===== src/hw/lsp_defines.vh =====
`ifndef LSP_DEFINES_VH
`define LSP_DEFINES_VH
// Port A register indices; the byte address is four times the index
`define LSP_IDX_PA_LATCH 16'hFFDD
`define LSP_IDX_PA_DIR 16'hFFED
`define LSP_ADDR_PA_LATCH 18'h3FF74
`define LSP_ADDR_PA_DIR 18'h3FFB4
// Own register byte offsets
`define LSP_ADDR_P8_LATCH 12'h000
`define LSP_ADDR_P8_DIR 12'h004
`define LSP_ADDR_P8_READ 12'h008
`define LSP_ADDR_PA_READ 12'h00C
`define LSP_ADDR_LCD_CTRL 12'h010
`define LSP_ADDR_PWR_MODE 12'h014
// Reset values
`define LSP_RST_PA_LATCH 8'hF0
`define LSP_RST_PA_DIR 8'hF0
`define LSP_RST_P8 8'h00
`define LSP_RST_PA_BITS 4'h0
`define LSP_RST_LCD_CTRL 5'h00
// Fields of the LCD pin control register
`define LSP_LCD_SGS_LSB 0
`define LSP_LCD_SGS_MSB 3
`define LSP_LCD_SGX_BIT 4
// Power mode codes
`define LSP_PM_ACTIVE 3'h0
`define LSP_PM_SUBACTIVE 3'h1
`define LSP_PM_SLEEP 3'h2
`define LSP_PM_SUBSLEEP 3'h3
`define LSP_PM_WATCH 3'h4
`define LSP_PM_STANDBY 3'h5
`endif


===== src/hw/lsp_pin_cell.v =====
`timescale 1ns/10ps
`include "lsp_defines.vh"
// One pin: GPIO or an alternate output, with low-power hold and float
module lsp_pin_cell
(
  input wire pclk, // Clock
  input wire presetn, // Async reset, active low
  input wire alt_sel, // Alternate function selected
  input wire alt_val, // Alternate output value
  input wire dir_bit, // Direction bit, 1 is output
  input wire latch_bit, // Output latch bit
  input wire [2:0] pwr_mode, // Power mode
  output reg pin_out, // Pin output value
  output reg pin_oe // Pin output enable
);
  wire hold;
  wire float;
  assign hold = (pwr_mode == `LSP_PM_SLEEP) || (pwr_mode == `LSP_PM_SUBSLEEP) ||
    (pwr_mode == `LSP_PM_WATCH);
  assign float = (pwr_mode == `LSP_PM_STANDBY);

  always @(posedge pclk or negedge presetn)
  begin
    if (!presetn)
    begin
      pin_out <= 1'b0;
      pin_oe <= 1'b0;
    end
    else if (float)
    begin
      pin_out <= 1'b0;
      pin_oe <= 1'b0;
    end
    else if (!hold)
    begin
      pin_out <= alt_sel ? alt_val : latch_bit;
      pin_oe <= alt_sel | dir_bit;
    end
  end
endmodule


===== src/hw/lsp_ports.v =====
// Register access over APB is this design's own decision.
`timescale 1ns/10ps
`include "lsp_defines.vh"
module lsp_ports
(
  input wire pclk, // Clock, 10 MHz
  input wire presetn, // Async reset, active low
  input wire psel, // APB select
  input wire penable, // APB enable
  input wire pwrite, // APB write
  input wire [17:0] paddr, // APB byte address
  input wire [31:0] pwdata, // APB write data
  input wire [3:0] pstrb, // APB byte strobes
  output reg [31:0] prdata, // APB read data
  output reg pready, // APB ready
  output reg pslverr, // APB error
  input wire [7:0] p8_pin_in, // Port8 pin levels
  output wire [7:0] p8_pin_out, // Port8 pin output values
  output wire [7:0] p8_pin_oe, // Port8 pin output enables
  input wire [3:0] pa_pin_in, // Port A pin levels
  output wire [3:0] pa_pin_out, // Port A pin output values
  output wire [3:0] pa_pin_oe, // Port A pin output enables
  input wire [8:0] lcd_column_drive, // Column drive 32..24, bit k is column k+24
  input wire [3:0] lcd_common_drive, // Common drive 4..1, bit k is common k+1
  input wire ext_latch_clk_one, // External driver latch clock
  input wire ext_shift_clk_two, // External driver shift clock
  input wire ext_data_out, // External driver data
  input wire ext_alt_signal // External driver alternating signal
);
  reg [7:0] port8_output_latch_q;
  reg [7:0] port8_direction_reg_q;
  reg [3:0] port_a_output_latch_q;
  reg [3:0] port_a_direction_q;
  reg [4:0] lcd_pin_control_reg_q;
  reg [2:0] pwr_mode_q;
  reg [31:0] rdata_d;
  reg err_d;
  reg [7:0] p8_alt_sel;
  reg [7:0] p8_alt_val;
  wire [7:0] pa_rb;
  wire [3:0] segment_select_field;
  wire external_driver_select;
  wire seg_on;
  wire wr_en;
  wire rd_en;
  wire setup;

  // Mixes latch and pin levels per direction bit
  function [7:0] port_readback;
    input [7:0] dir;
    input [7:0] latch;
    input [7:0] pins;
    begin
      port_readback = (dir & latch) | (~dir & pins);
    end
  endfunction

  // Decide whether paddr hits a 12-bit own offset
  function hit;
    input [17:0] addr;
    input [11:0] off;
    begin
      hit = (addr[17:12] == 6'h00) && (addr[11:0] == off);
    end
  endfunction

  assign segment_select_field = lcd_pin_control_reg_q[`LSP_LCD_SGS_MSB:`LSP_LCD_SGS_LSB];
  assign external_driver_select = lcd_pin_control_reg_q[`LSP_LCD_SGX_BIT];
  assign seg_on = (segment_select_field != 4'h0);
  assign setup = psel & ~penable;
  assign wr_en = psel & penable & pready & pwrite & ~pslverr;
  assign rd_en = setup & ~pwrite;
  assign pa_rb = port_readback({4'h0, port_a_direction_q}, {4'h0, port_a_output_latch_q},
    {4'h0, pa_pin_in});

  // Port8 function decode
  always @*
  begin
    p8_alt_sel = {8{seg_on}};
    p8_alt_val = lcd_column_drive[8:1];
    if (external_driver_select)
    begin
      p8_alt_sel[7:4] = 4'hF;
      p8_alt_val[7] = ext_latch_clk_one;
      p8_alt_val[6] = ext_shift_clk_two;
      p8_alt_val[5] = ext_data_out;
      p8_alt_val[4] = ext_alt_signal;
    end
  end

  // Port8 pins
  lsp_pin_cell u_p8_0
  (
    .pclk(pclk),
    .presetn(presetn),
    .alt_sel(p8_alt_sel[0]),
    .alt_val(p8_alt_val[0]),
    .dir_bit(port8_direction_reg_q[0]),
    .latch_bit(port8_output_latch_q[0]),
    .pwr_mode(pwr_mode_q),
    .pin_out(p8_pin_out[0]),
    .pin_oe(p8_pin_oe[0])
  );
  lsp_pin_cell u_p8_1
  (
    .pclk(pclk),
    .presetn(presetn),
    .alt_sel(p8_alt_sel[1]),
    .alt_val(p8_alt_val[1]),
    .dir_bit(port8_direction_reg_q[1]),
    .latch_bit(port8_output_latch_q[1]),
    .pwr_mode(pwr_mode_q),
    .pin_out(p8_pin_out[1]),
    .pin_oe(p8_pin_oe[1])
  );
  lsp_pin_cell u_p8_2
  (
    .pclk(pclk),
    .presetn(presetn),
    .alt_sel(p8_alt_sel[2]),
    .alt_val(p8_alt_val[2]),
    .dir_bit(port8_direction_reg_q[2]),
    .latch_bit(port8_output_latch_q[2]),
    .pwr_mode(pwr_mode_q),
    .pin_out(p8_pin_out[2]),
    .pin_oe(p8_pin_oe[2])
  );
  lsp_pin_cell u_p8_3
  (
    .pclk(pclk),
    .presetn(presetn),
    .alt_sel(p8_alt_sel[3]),
    .alt_val(p8_alt_val[3]),
    .dir_bit(port8_direction_reg_q[3]),
    .latch_bit(port8_output_latch_q[3]),
    .pwr_mode(pwr_mode_q),
    .pin_out(p8_pin_out[3]),
    .pin_oe(p8_pin_oe[3])
  );
  lsp_pin_cell u_p8_4
  (
    .pclk(pclk),
    .presetn(presetn),
    .alt_sel(p8_alt_sel[4]),
    .alt_val(p8_alt_val[4]),
    .dir_bit(port8_direction_reg_q[4]),
    .latch_bit(port8_output_latch_q[4]),
    .pwr_mode(pwr_mode_q),
    .pin_out(p8_pin_out[4]),
    .pin_oe(p8_pin_oe[4])
  );
  lsp_pin_cell u_p8_5
  (
    .pclk(pclk),
    .presetn(presetn),
    .alt_sel(p8_alt_sel[5]),
    .alt_val(p8_alt_val[5]),
    .dir_bit(port8_direction_reg_q[5]),
    .latch_bit(port8_output_latch_q[5]),
    .pwr_mode(pwr_mode_q),
    .pin_out(p8_pin_out[5]),
    .pin_oe(p8_pin_oe[5])
  );
  lsp_pin_cell u_p8_6
  (
    .pclk(pclk),
    .presetn(presetn),
    .alt_sel(p8_alt_sel[6]),
    .alt_val(p8_alt_val[6]),
    .dir_bit(port8_direction_reg_q[6]),
    .latch_bit(port8_output_latch_q[6]),
    .pwr_mode(pwr_mode_q),
    .pin_out(p8_pin_out[6]),
    .pin_oe(p8_pin_oe[6])
  );
  lsp_pin_cell u_p8_7
  (
    .pclk(pclk),
    .presetn(presetn),
    .alt_sel(p8_alt_sel[7]),
    .alt_val(p8_alt_val[7]),
    .dir_bit(port8_direction_reg_q[7]),
    .latch_bit(port8_output_latch_q[7]),
    .pwr_mode(pwr_mode_q),
    .pin_out(p8_pin_out[7]),
    .pin_oe(p8_pin_oe[7])
  );
  // Port A pins
  lsp_pin_cell u_pa_0
  (
    .pclk(pclk),
    .presetn(presetn),
    .alt_sel(seg_on),
    .alt_val(lcd_common_drive[0]),
    .dir_bit(port_a_direction_q[0]),
    .latch_bit(port_a_output_latch_q[0]),
    .pwr_mode(pwr_mode_q),
    .pin_out(pa_pin_out[0]),
    .pin_oe(pa_pin_oe[0])
  );
  lsp_pin_cell u_pa_1
  (
    .pclk(pclk),
    .presetn(presetn),
    .alt_sel(seg_on),
    .alt_val(lcd_common_drive[1]),
    .dir_bit(port_a_direction_q[1]),
    .latch_bit(port_a_output_latch_q[1]),
    .pwr_mode(pwr_mode_q),
    .pin_out(pa_pin_out[1]),
    .pin_oe(pa_pin_oe[1])
  );
  lsp_pin_cell u_pa_2
  (
    .pclk(pclk),
    .presetn(presetn),
    .alt_sel(seg_on),
    .alt_val(lcd_common_drive[2]),
    .dir_bit(port_a_direction_q[2]),
    .latch_bit(port_a_output_latch_q[2]),
    .pwr_mode(pwr_mode_q),
    .pin_out(pa_pin_out[2]),
    .pin_oe(pa_pin_oe[2])
  );
  lsp_pin_cell u_pa_3
  (
    .pclk(pclk),
    .presetn(presetn),
    .alt_sel(seg_on),
    .alt_val(lcd_common_drive[3]),
    .dir_bit(port_a_direction_q[3]),
    .latch_bit(port_a_output_latch_q[3]),
    .pwr_mode(pwr_mode_q),
    .pin_out(pa_pin_out[3]),
    .pin_oe(pa_pin_oe[3])
  );

  // Read decode
  always @*
  begin
    rdata_d = 32'h0000_0000;
    err_d = 1'b0;
    if (paddr == `LSP_ADDR_PA_LATCH)
      rdata_d = {24'h00_0000, 4'hF, pa_rb[3:0]};
    else if (paddr == `LSP_ADDR_PA_DIR)
      rdata_d = 32'h0000_00FF;
    else if (hit(paddr, `LSP_ADDR_P8_LATCH))
      rdata_d = {24'h00_0000, port_readback(port8_direction_reg_q,
        port8_output_latch_q, p8_pin_in)};
    else if (hit(paddr, `LSP_ADDR_P8_DIR))
      rdata_d = 32'h0000_00FF;
    else if (hit(paddr, `LSP_ADDR_P8_READ))
      rdata_d = {24'h00_0000, port8_output_latch_q};
    else if (hit(paddr, `LSP_ADDR_PA_READ))
      rdata_d = {24'h00_0000, 4'hF, port_a_output_latch_q};
    else if (hit(paddr, `LSP_ADDR_LCD_CTRL))
      rdata_d = {27'h000_0000, lcd_pin_control_reg_q};
    else if (hit(paddr, `LSP_ADDR_PWR_MODE))
      rdata_d = {29'h0000_0000, pwr_mode_q};
    else
      err_d = 1'b1;
  end

  // APB slave: no wait state, answer registered in setup cycle
  always @(posedge pclk or negedge presetn)
  begin
    if (!presetn)
    begin
      pready <= 1'b0;
      pslverr <= 1'b0;
      prdata <= 32'h0000_0000;
    end
    else
    begin
      pready <= setup;
      pslverr <= setup & err_d;
      if (rd_en)
        prdata <= rdata_d;
    end
  end

  // Register writes
  always @(posedge pclk or negedge presetn)
  begin
    if (!presetn)
    begin
      port8_output_latch_q <= `LSP_RST_P8;
      port8_direction_reg_q <= `LSP_RST_P8;
      port_a_output_latch_q <= `LSP_RST_PA_BITS;
      port_a_direction_q <= `LSP_RST_PA_BITS;
      lcd_pin_control_reg_q <= `LSP_RST_LCD_CTRL;
      pwr_mode_q <= `LSP_PM_ACTIVE;
    end
    else if (wr_en && pstrb[0])
    begin
      if (paddr == `LSP_ADDR_PA_LATCH)
        port_a_output_latch_q <= pwdata[3:0];
      else if (paddr == `LSP_ADDR_PA_DIR)
        port_a_direction_q <= pwdata[3:0];
      else if (hit(paddr, `LSP_ADDR_P8_LATCH))
        port8_output_latch_q <= pwdata[7:0];
      else if (hit(paddr, `LSP_ADDR_P8_DIR))
        port8_direction_reg_q <= pwdata[7:0];
      else if (hit(paddr, `LSP_ADDR_LCD_CTRL))
        lcd_pin_control_reg_q <= pwdata[4:0];
      else if (hit(paddr, `LSP_ADDR_PWR_MODE))
        pwr_mode_q <= pwdata[2:0];
    end
  end
endmodule


===== config.mk =====
export PLATFORM = sky130hd
export DESIGN_NAME = lsp_ports
export DESIGN_NICKNAME = d
export VERILOG_FILES = /design/src/hw/lsp_pin_cell.v /design/src/hw/lsp_ports.v
export VERILOG_INCLUDE_DIRS = /design/src /design/src/hw
export SDC_FILE = /design/constraint.sdc
export NUM_CORES = 1
export LEC_CHECK = 0
export BUFFER_PORTS_ARGS = -buffer_cell sky130_fd_sc_hd__buf_2
export CORE_ASPECT_RATIO = 1.2
export CORE_MARGIN = 5
export CORE_UTILIZATION = 50
export DETAILED_ROUTE_END_ITERATION = 7
export PLACE_DENSITY = 0.8
export RECOVER_POWER = 25
export SETUP_SLACK_MARGIN = 0.3
export SLEW_MARGIN = 25
export SYNTH_ARGS = -nofsm -noshare
export SYNTH_HDL_FRONTEND = slang
export SYNTH_HIERARCHICAL = 1
export SYNTH_SLANG_ARGS = --single-unit

===== constraint.sdc =====
create_clock -name pclk -period 4.2 [get_ports pclk]
set_input_delay 0.21 -clock pclk [delete_from_list [all_inputs] [get_ports pclk]]
set_output_delay 0.21 -clock pclk [all_outputs]
set_load 0.02 [all_outputs]

Word level (Yosys, flattened, before mapping)
Cells that the tools add are included.
Widths: inputs -> output; s select.
Word-level totals
  register bits after elaboration: 90
  latch bits: 0
  memory bits (writable): 0
  bits in read-only memories: 0
  input bits: 88
  output and inout port bits: 58
  word-level logic and storage cells: 176
  memories: 0
Operators by class
  add/sub/neg operators: 0
  multipliers: 0
  div/mod/pow operators: 0
  magnitude comparators: 0
  eq/ne operators: 12
  shift operators: 0
  multiplexer cells: 78
  bitwise gates (word level): 35
  reduce and logical (&&, ||, !) cells: 18
Operators by type and width (number)
  $mux 1: 68
  $mux 8: 6
  $eq 18x18->1 const B: 2
  $eq 12x4->1 const B: 2
  $eq 12x5->1 const B: 2
  $and 8x8->8: 2
  $eq 12x3->1 const B: 1
  $logic_not 12->1: 1
  $or 1x1->1: 12
  $and 4x4->4: 2
  $mux 4: 2
  $not 1->1: 8
  $not 8->8: 1
  $or 8x8->8: 1
  $and 1x1->1: 7
  $logic_and 1x1->1: 7
  $reduce_and 7->1: 1
  $eq 3x2->1 const B: 2
  $eq 3x3->1 const B: 2
  $logic_not 6->1: 1
  $reduce_and 6->1: 1
  $mux 5: 1
  $reduce_and 5->1: 1
  $not 4->4: 1
  other kinds (8): 9

Logic depth before layout (Yosys ltp)
Gate-level depths: netlist of the first run.
  depth in word-level cells: 11
  depth in mapped cells: 7
  mapped depth without buffers: 5

Cells and area by module
Netlist of the first run, hierarchy kept.
Modules (own cells, without submodules)
  lsp_ports: instances 1, cells an instance 218, area an instance 2487.4 um^2, sequential area each 1051.0 um^2
  lsp_pin_cell: instances 12, cells an instance 14, area an instance 131.4 um^2, sequential area each 50.0 um^2

Worst setup path before layout of the first run
Ideal clock, no wire load.
  kind: register -> register
  start point: register lcd_pin_control_reg_q[3]
  end point: register u_p8_4.pin_oe
  setup time: 0.178 ns
  data arrival time: 2.084 ns
  required time: 4.022 ns
  slack: 1.938 ns
  cell stages (with the launch flop): 6
  buffers on the path: 0
  clock period less this slack: 2.262 ns
  cell sequence: dfrtp_1 or4_1 or2_2 or3_1 a21oi_1 a31oi_1
Between the ends
  word-level cells in the longest chain between the ends: 5
Ends and longest elaborated chain
  start, declared: line lsp_ports.v:34  | reg [4:0] lcd_pin_control_reg_q;
  start signal, assigned: line lsp_ports.v:291  | lcd_pin_control_reg_q <= `LSP_RST_LCD_CTRL;
  start signal, assigned: line lsp_ports.v:305  | lcd_pin_control_reg_q <= pwdata[4:0];
  $reduce_bool 4->1: line lsp_ports.v:69  | assign seg_on = (segment_select_field != 4'h0);
  via p8_alt_sel[0]: line lsp_ports.v:38  | reg [7:0] p8_alt_sel;
  $mux 4: line lsp_ports.v:81  | if (external_driver_select)
  via p8_alt_sel[4]: line lsp_ports.v:38
  $or 1x1->1: line lsp_pin_cell.v:37  | pin_oe <= alt_sel | dir_bit;
  $mux 1: line lsp_pin_cell.v:34  | else if (!hold)
  $mux 1: line lsp_pin_cell.v:29  | else if (float)
  end signal, assigned: line lsp_pin_cell.v:37
  end, declared: line lsp_pin_cell.v:14  | output reg pin_oe
The timed path passes the listed nets, and every way through them passes these cells. The select of a mux whose other input is x is not followed.
A chain may end at the register's enable or synchronous reset.

Final worst setup path of the first run
  start point: register lcd_pin_control_reg_q[3]
  end point: register u_p8_6.pin_oe
Between the ends
  word-level cells in the longest chain between the ends: 5
Ends and longest elaborated chain (line)
  $reduce_bool 4->1: lsp_ports.v:69
  via p8_alt_sel[0]: lsp_ports.v:38
  $mux 4: lsp_ports.v:81
  $or 1x1->1: lsp_pin_cell.v:37
  $mux 1: lsp_pin_cell.v:34
  $mux 1: lsp_pin_cell.v:29
  end signal, assigned: lsp_pin_cell.v:37
  end, declared: lsp_pin_cell.v:14
The timed path passes the listed nets, and every way through them passes these cells. The select of a mux whose other input is x is not followed.

==> results.sh, run 1 <==
export IMPL_htreeDepth=3
export IMPL_wl_per_cell_um=17.56
export IMPL_die_area_um2=10040
export IMPL_place_port_buffers=93
export IMPL_vdd_drop_max_mv=0.2045
export IMPL_hpwl_um=7315
export IMPL_grt_pass1_vias=3477
export IMPL_power_mw=1.294
export IMPL_layout_drive_gt1_share_pct=35.29
export IMPL_yosys_warnings=6
export IMPL_cts_inserted_buffers=9
export IMPL_die_w_um=92.30
export IMPL_dpl_cell_count=571
export IMPL_fmax_ghz=0.3829
export IMPL_power_density_nw_per_um2=273.3
export IMPL_avgViaCountPerCell=5.845
export IMPL_grt_overflow=0
export IMPL_worst_path_max_fanout=25
export IMPL_status="finished, violations left"
export IMPL_cts_sinks=66
export IMPL_cap_viol_max_count=1
export IMPL_grt_max_degree=81
export IMPL_synth_seq_cells=66
export IMPL_path_class="reg2reg"
export IMPL_syn_avg_cell_area_um2=10.53
export IMPL_endpoint_kind="flip-flop"
export IMPL_syn_area_um2=4064
export IMPL_cp_start_kind="flip-flop"
export IMPL_multiInputGateArea_um2=2277
export IMPL_clk_latency_ps=340
export IMPL_synth_top_cells_by_area="dfrtp_1, mux2_2, mux2i_1, buf_4, a21oi_1"
export IMPL_synthFlopType="dfrtp_1"
export IMPL_cts_root_buf="clkbuf_8"
export IMPL_timing_final_crit_share_pct=62.18
export IMPL_core_area_um2=8018
export IMPL_n_antenna_cell=0
export IMPL_initial_core_util_pct=50.69
export IMPL_route_detailed_drc=0
export IMPL_antenna_found_initial=0
export IMPL_die_h_um=108.8
export IMPL_final_cells=588
export IMPL_fill_cells=657
export IMPL_violations="max-capacitance violations, max-slew violations"
export IMPL_synth_top_area_cell="dfrtp_1"
export IMPL_skew_ps=8.519
export IMPL_crit_arrival_ps=2810
export IMPL_fin_tns_setup_ps=0
export IMPL_drt_iter0_markers=188
export IMPL_yosysTopAreaCellShare_pct=40.64
export IMPL_ys_async_sr_fraction_pct=100.0
export IMPL_syn_inst=386
export IMPL_drv_slew=30
export IMPL_totalWireLength_um=10330
export IMPL_ys_types=47
export IMPL_ff_latch_area_um2=1653
export IMPL_rsz0062_at_grt="no"
export IMPL_slew_headroom_pct=-14.70
export IMPL_fin_crit_ps=2611
export IMPL_final_hold_violation_count=0
export IMPL_postRouteAntennaNets=0
export IMPL_hp_class="in2reg"
export IMPL_grt_pass1_wl_um=16890
export IMPL_cp_required_ps=4390
export IMPL_clock_path_buffers=2
export IMPL_final_common_cell="buf_2"
export IMPL_mostFrequentLayoutCells="buf_2, dfrtp_1, mux2_2, a21oi_1, mux2i_1"
export IMPL_nNetsFinal=576
export IMPL_tritoncts="built"
export IMPL_via_count=3437
export IMPL_seq_area_frac_synth_pct=40.64
export IMPL_path_clk_slew_ps=70
export IMPL_globalplace_congestion=0.8131
export IMPL_tightest_slew_ps=1721
export IMPL_ios=146
export IMPL_synth_edff_count=0
export IMPL_num_rows=36
export IMPL_firstDrtPassIters=4
export IMPL_grt_usage_pct=21.20
export IMPL_p_leak_nw=2.226
export IMPL_cts_setup_buffers=0
export IMPL_setup_violations=0
export IMPL_syn_to_final_growth_pct=16.47
[state kept, by name (all words and copies together) (netlist names), 3 cells and up]
register	count
port8_direction_reg_q	8
port8_output_latch_q	8
prdata	8
lcd_pin_control_reg_q	5
port_a_direction_q	4
port_a_output_latch_q	4
pwr_mode_q	3
[per-stage QoR]
| stage | utilization (%) | area [µm²] | worst slack (ps) | hold slack, ps |
|---|---|---|---|---|
| 2_1_floorplan | - | 4150 | 1938 | -85.59 |
| 3_3_place_gp | 56.68 | 4544 | 1717 | 286.1 |
| 3_5_place_dp | 56.68 | 4544 | 1633 | 304.1 |
| 4_1_cts | 59.24 | 4750 | 1602 | 94.65 |
| 5_1_grt | 59.04 | 4733 | 1497 | 99.71 |
| 6_report | 59.04 | 4733 | 1589 | 112.9 |
[power breakdown]
group          leakage (nW)  internal, mW  switching (mW)  total (mW)
logic                  1.21        0.0398          0.0804       0.120
clock network         0.103         0.288           0.237       0.526
registers             0.911         0.642         0.00515       0.648
total                  2.23         0.971           0.323        1.29
[cells in the mapped netlist (8+ instances only)]
master   count
dfrtp_1     66
mux2_2      58
a21oi_1     31
mux2i_1     28
buf_4       25
nor2_1      23
nand2_1     20
o21ai_0     18
nor3b_1     13
or3_1       13
a31oi_1     12
or2b_1      12
nand4_1      8
[final timing paths]
check	startpoint	endpoint	slack, ps	cells past startpoint
min	pwdata[5]	port8_direction_reg_q[5]$_DFFE_PN0P_	110	2
min in group asynchronous	presetn	u_pa_3/pin_out$_DFFE_PN0P_	880	2
max in group asynchronous	presetn	pwr_mode_q[1]$_DFFE_PN0P_	2000	3
max reg2reg	lcd_pin_control_reg_q[3]$_DFFE_PN0P_	u_p8_6/pin_oe$_DFFE_PN0P_	1590	5
min reg2reg	prdata[1]$_DFFE_PN0P_	prdata[1]$_DFFE_PN0P_	500	2
max	lcd_pin_control_reg_q[3]$_DFFE_PN0P_	u_p8_6/pin_oe$_DFFE_PN0P_	1590	5
[metal layers]
layer / track usage [%] / up-vias / share of wire, %
met1: 25.40 / 1678 / 39
met5: 0 / - / 0
met2: 37.79 / 132 / 52
met3: 3.796 / 23 / 5.9
li1: - / 1604 / -
met4: 8.280 / 0 / 2.6
[logic make-up after synthesis]
logic type      Yosys count  synth area share [%]
other cells               1               0.09228
compound gates           74                 10.87
simple gates            128                 19.98
buf+inv                  31                 5.449
flops                    66                 40.64
mux                      86                 22.97
[worst max-delay path, stage by stage (launching register included)]
cell	delay [ps]
dfrtp_1	400
or4_1	920
or2_2	560
or3_1	350
a21oi_1	170
a31oi_1	60
[timing repair]
action	in CTS	in global routing
hold buffers	1	0
resized for setup	0	0
endpoints found under the hold margin	28	0
[area by class of cell]
type                    instances  area share [%]
well taps                      95           2.511
inverters                       2          0.1586
clock inverters                 5           1.137
repair buffers                 97           10.18
multi-input cells             312           48.11
flip-flops and latches         66           34.92
clock buffers                  11           2.987
Note: power is estimated with default switching activity, not from simulation.
==> run 2: changes to the inputs <==
- clock period: 4.2 -> 2.7 ns (I/O delays scaled with it)
==> results.sh, run 2 (synthesis results as in run 1) <==
export IMPL_drv_slew=30
export IMPL_fin_tns_setup_ps=0
export IMPL_ff_latch_area_um2=1655
export IMPL_path_clk_slew_ps=70
export IMPL_cts_root_buf="clkbuf_8"
export IMPL_firstDrtPassIters=6
export IMPL_p_leak_nw=2.228
export IMPL_wl_per_cell_um=17.49
export IMPL_status="finished, violations left"
export IMPL_cap_viol_max_count=1
export IMPL_clock_path_buffers=2
export IMPL_antenna_found_initial=0
export IMPL_r2r_start="lcd_pin_control_reg_q[3]$_DFFE_PN0P_"
export IMPL_endpoint_kind="flip-flop"
export IMPL_die_w_um=92.30
export IMPL_multiInputGateArea_um2=2277
export IMPL_globalplace_congestion=0.9008
export IMPL_power_mw=1.946
export IMPL_fin_ws_ps=614.3
export IMPL_totalWireLength_um=10360
export IMPL_die_h_um=108.8
export IMPL_fin_crit_ps=2086
export IMPL_cts_setup_buffers=0
export IMPL_initial_core_util_pct=50.69
export IMPL_skew_ps=9.324
export IMPL_path_class="reg2reg"
export IMPL_cts_inserted_buffers=9
export IMPL_cp_required_ps=2880
export IMPL_fill_cells=660
export IMPL_r2r_end="u_p8_7/pin_oe$_DFFE_PN0P_"
export IMPL_avgViaCountPerCell=5.819
export IMPL_hpwl_um=7629
export IMPL_core_area_um2=8018
export IMPL_grt_overflow=0
export IMPL_grt_pass1_vias=3434
export IMPL_hp_class="in2reg"
export IMPL_power_density_nw_per_um2=409.8
export IMPL_n_antenna_cell=0
export IMPL_drt_iter0_markers=216
export IMPL_pre_cts_ws_ps=513.7
export IMPL_reg2reg_depth=5
export IMPL_slew_headroom_pct=-5.310
export IMPL_violations="max-capacitance violations, max-slew violations"
export IMPL_worst_path_max_fanout=12
export IMPL_layout_drive_gt1_share_pct=35.41
export IMPL_ios=146
export IMPL_final_hold_violation_count=0
export IMPL_clk_latency_ps=340
export IMPL_grt_pass1_wl_um=16530
export IMPL_cts_resized_gates=0
export IMPL_route_detailed_drc=0
export IMPL_vdd_drop_max_mv=0.2144
export IMPL_crit_arrival_ps=2260
export IMPL_num_rows=36
export IMPL_startpoint="lcd_pin_control_reg_q[3]$_DFFE_PN0P_"
export IMPL_via_count=3445
export IMPL_final_common_cell="buf_2"
export IMPL_place_port_buffers=93
export IMPL_die_area_um2=10040
export IMPL_grt_usage_pct=20.72
export IMPL_tightest_slew_ps=1580
export IMPL_fmax_ghz=0.4794
export IMPL_mostFrequentLayoutCells="buf_2, dfrtp_1, mux2_2, a21oi_1, mux2i_1"
export IMPL_timing_final_crit_share_pct=77.25
export IMPL_r2r_slack_ps=610
export IMPL_cts_sinks=66
export IMPL_rsz0062_at_grt="no"
export IMPL_tritoncts="built"
export IMPL_syn_to_final_growth_pct=16.84
export IMPL_cts_hold_buf=1
export IMPL_postRouteAntennaNets=0
export IMPL_grt_max_degree=80
export IMPL_nNetsFinal=581
export IMPL_top_regs="port8_direction_reg_q x8, port8_output_latch_q x8, prdata x8"
export IMPL_setup_violations=0
export IMPL_crit_end="u_p8_7/pin_oe$_DFFE_PN0P_"
export IMPL_cp_start_kind="flip-flop"
export IMPL_htreeDepth=3
[run 2: cell types whose count changed in the layout (fill, tap and decap cells not counted)]
| cell | previous run | this run |
|---|---|---|
| dfrtp_4 | 0 | 1 |
| dfrtp_2 | 1 | 0 |
| clkbuf_8 | 10 | 11 |
| clkinv_4 | 1 | 0 |
| buf_2 | 80 | 79 |
| clkinv_2 | 3 | 1 |
| clkbuf_1 | 14 | 16 |
| clkinvlp_4 | 0 | 1 |
| bufinv_16 | 1 | 0 |
| buf_4 | 3 | 8 |
[run 2: worst min path at each step]
stage | startpoint | end | slack, ps | cells after the start
2_1_floorplan | presetn | lcd_pin_control_reg_q[0]$_DFFE_PN0P_ | -160 | 0
3_3_place_gp | presetn | u_pa_3/pin_out$_DFFE_PN0P_ | 200 | 1
3_5_place_dp | presetn | u_p8_3/pin_oe$_DFFE_PN0P_ | 200 | 1
4_1_cts | pwdata[7] | port8_direction_reg_q[7]$_DFFE_PN0P_ | 40 | 2
5_1_grt | pwdata[5] | port8_output_latch_q[5]$_DFFE_PN0P_ | 40 | 2
6_report | pwdata[5] | port8_output_latch_q[5]$_DFFE_PN0P_ | 40 | 2
[run 2: layout make-up]
cell class	instances	share of cell area, %
Timing Repair Buffer	102	10.91
Clock buffer	13	3.347
Inverter	2	0.1581
Sequential cell	66	34.86
Multi-Input combinational cell	312	47.96
Tap cell	95	2.503
Clock inverter	2	0.2635
[run 2: power breakdown]
part	leakage (nW)	switching, mW	internal [mW]
clock	0.0855	0.371	0.378
sequential	0.910	0.00817	0.999
combinational	1.23	0.125	0.0645
[run 2: critical path: stages (launching register included)]
cell and delay, ps:
dfrtp_1 390, or4_1 560, or2_2 410, or3_1 340, a21oi_1 160, a31oi_1 70
[run 2: metal layers]
| metal | share of wire (%) | vias to the layer above | wire [µm] | global-route usage [%] |
|---|---|---|---|---|
| met5 | 0 | - | 0 | 0 |
| met4 | 2.6 | 0 | 268 | 8.386 |
| met3 | 5.2 | 22 | 543 | 2.899 |
| met2 | 51 | 122 | 5322 | 36.50 |
| met1 | 41 | 1698 | 4221 | 25.57 |
| li1 | - | 1603 | - | - |
[run 2: metrics by stage]
step	hold WS [ps]	utilization, %	std cells	instance area, µm²
after global placement	195.6	57.15	576	4582
after global routing	44.70	59.22	592	4748
final	41.28	59.22	592	4748
after detailed placement	203.2	57.18	576	4584
after floorplan	-160.6	-	409	4150
after CTS	35.17	59.44	592	4766
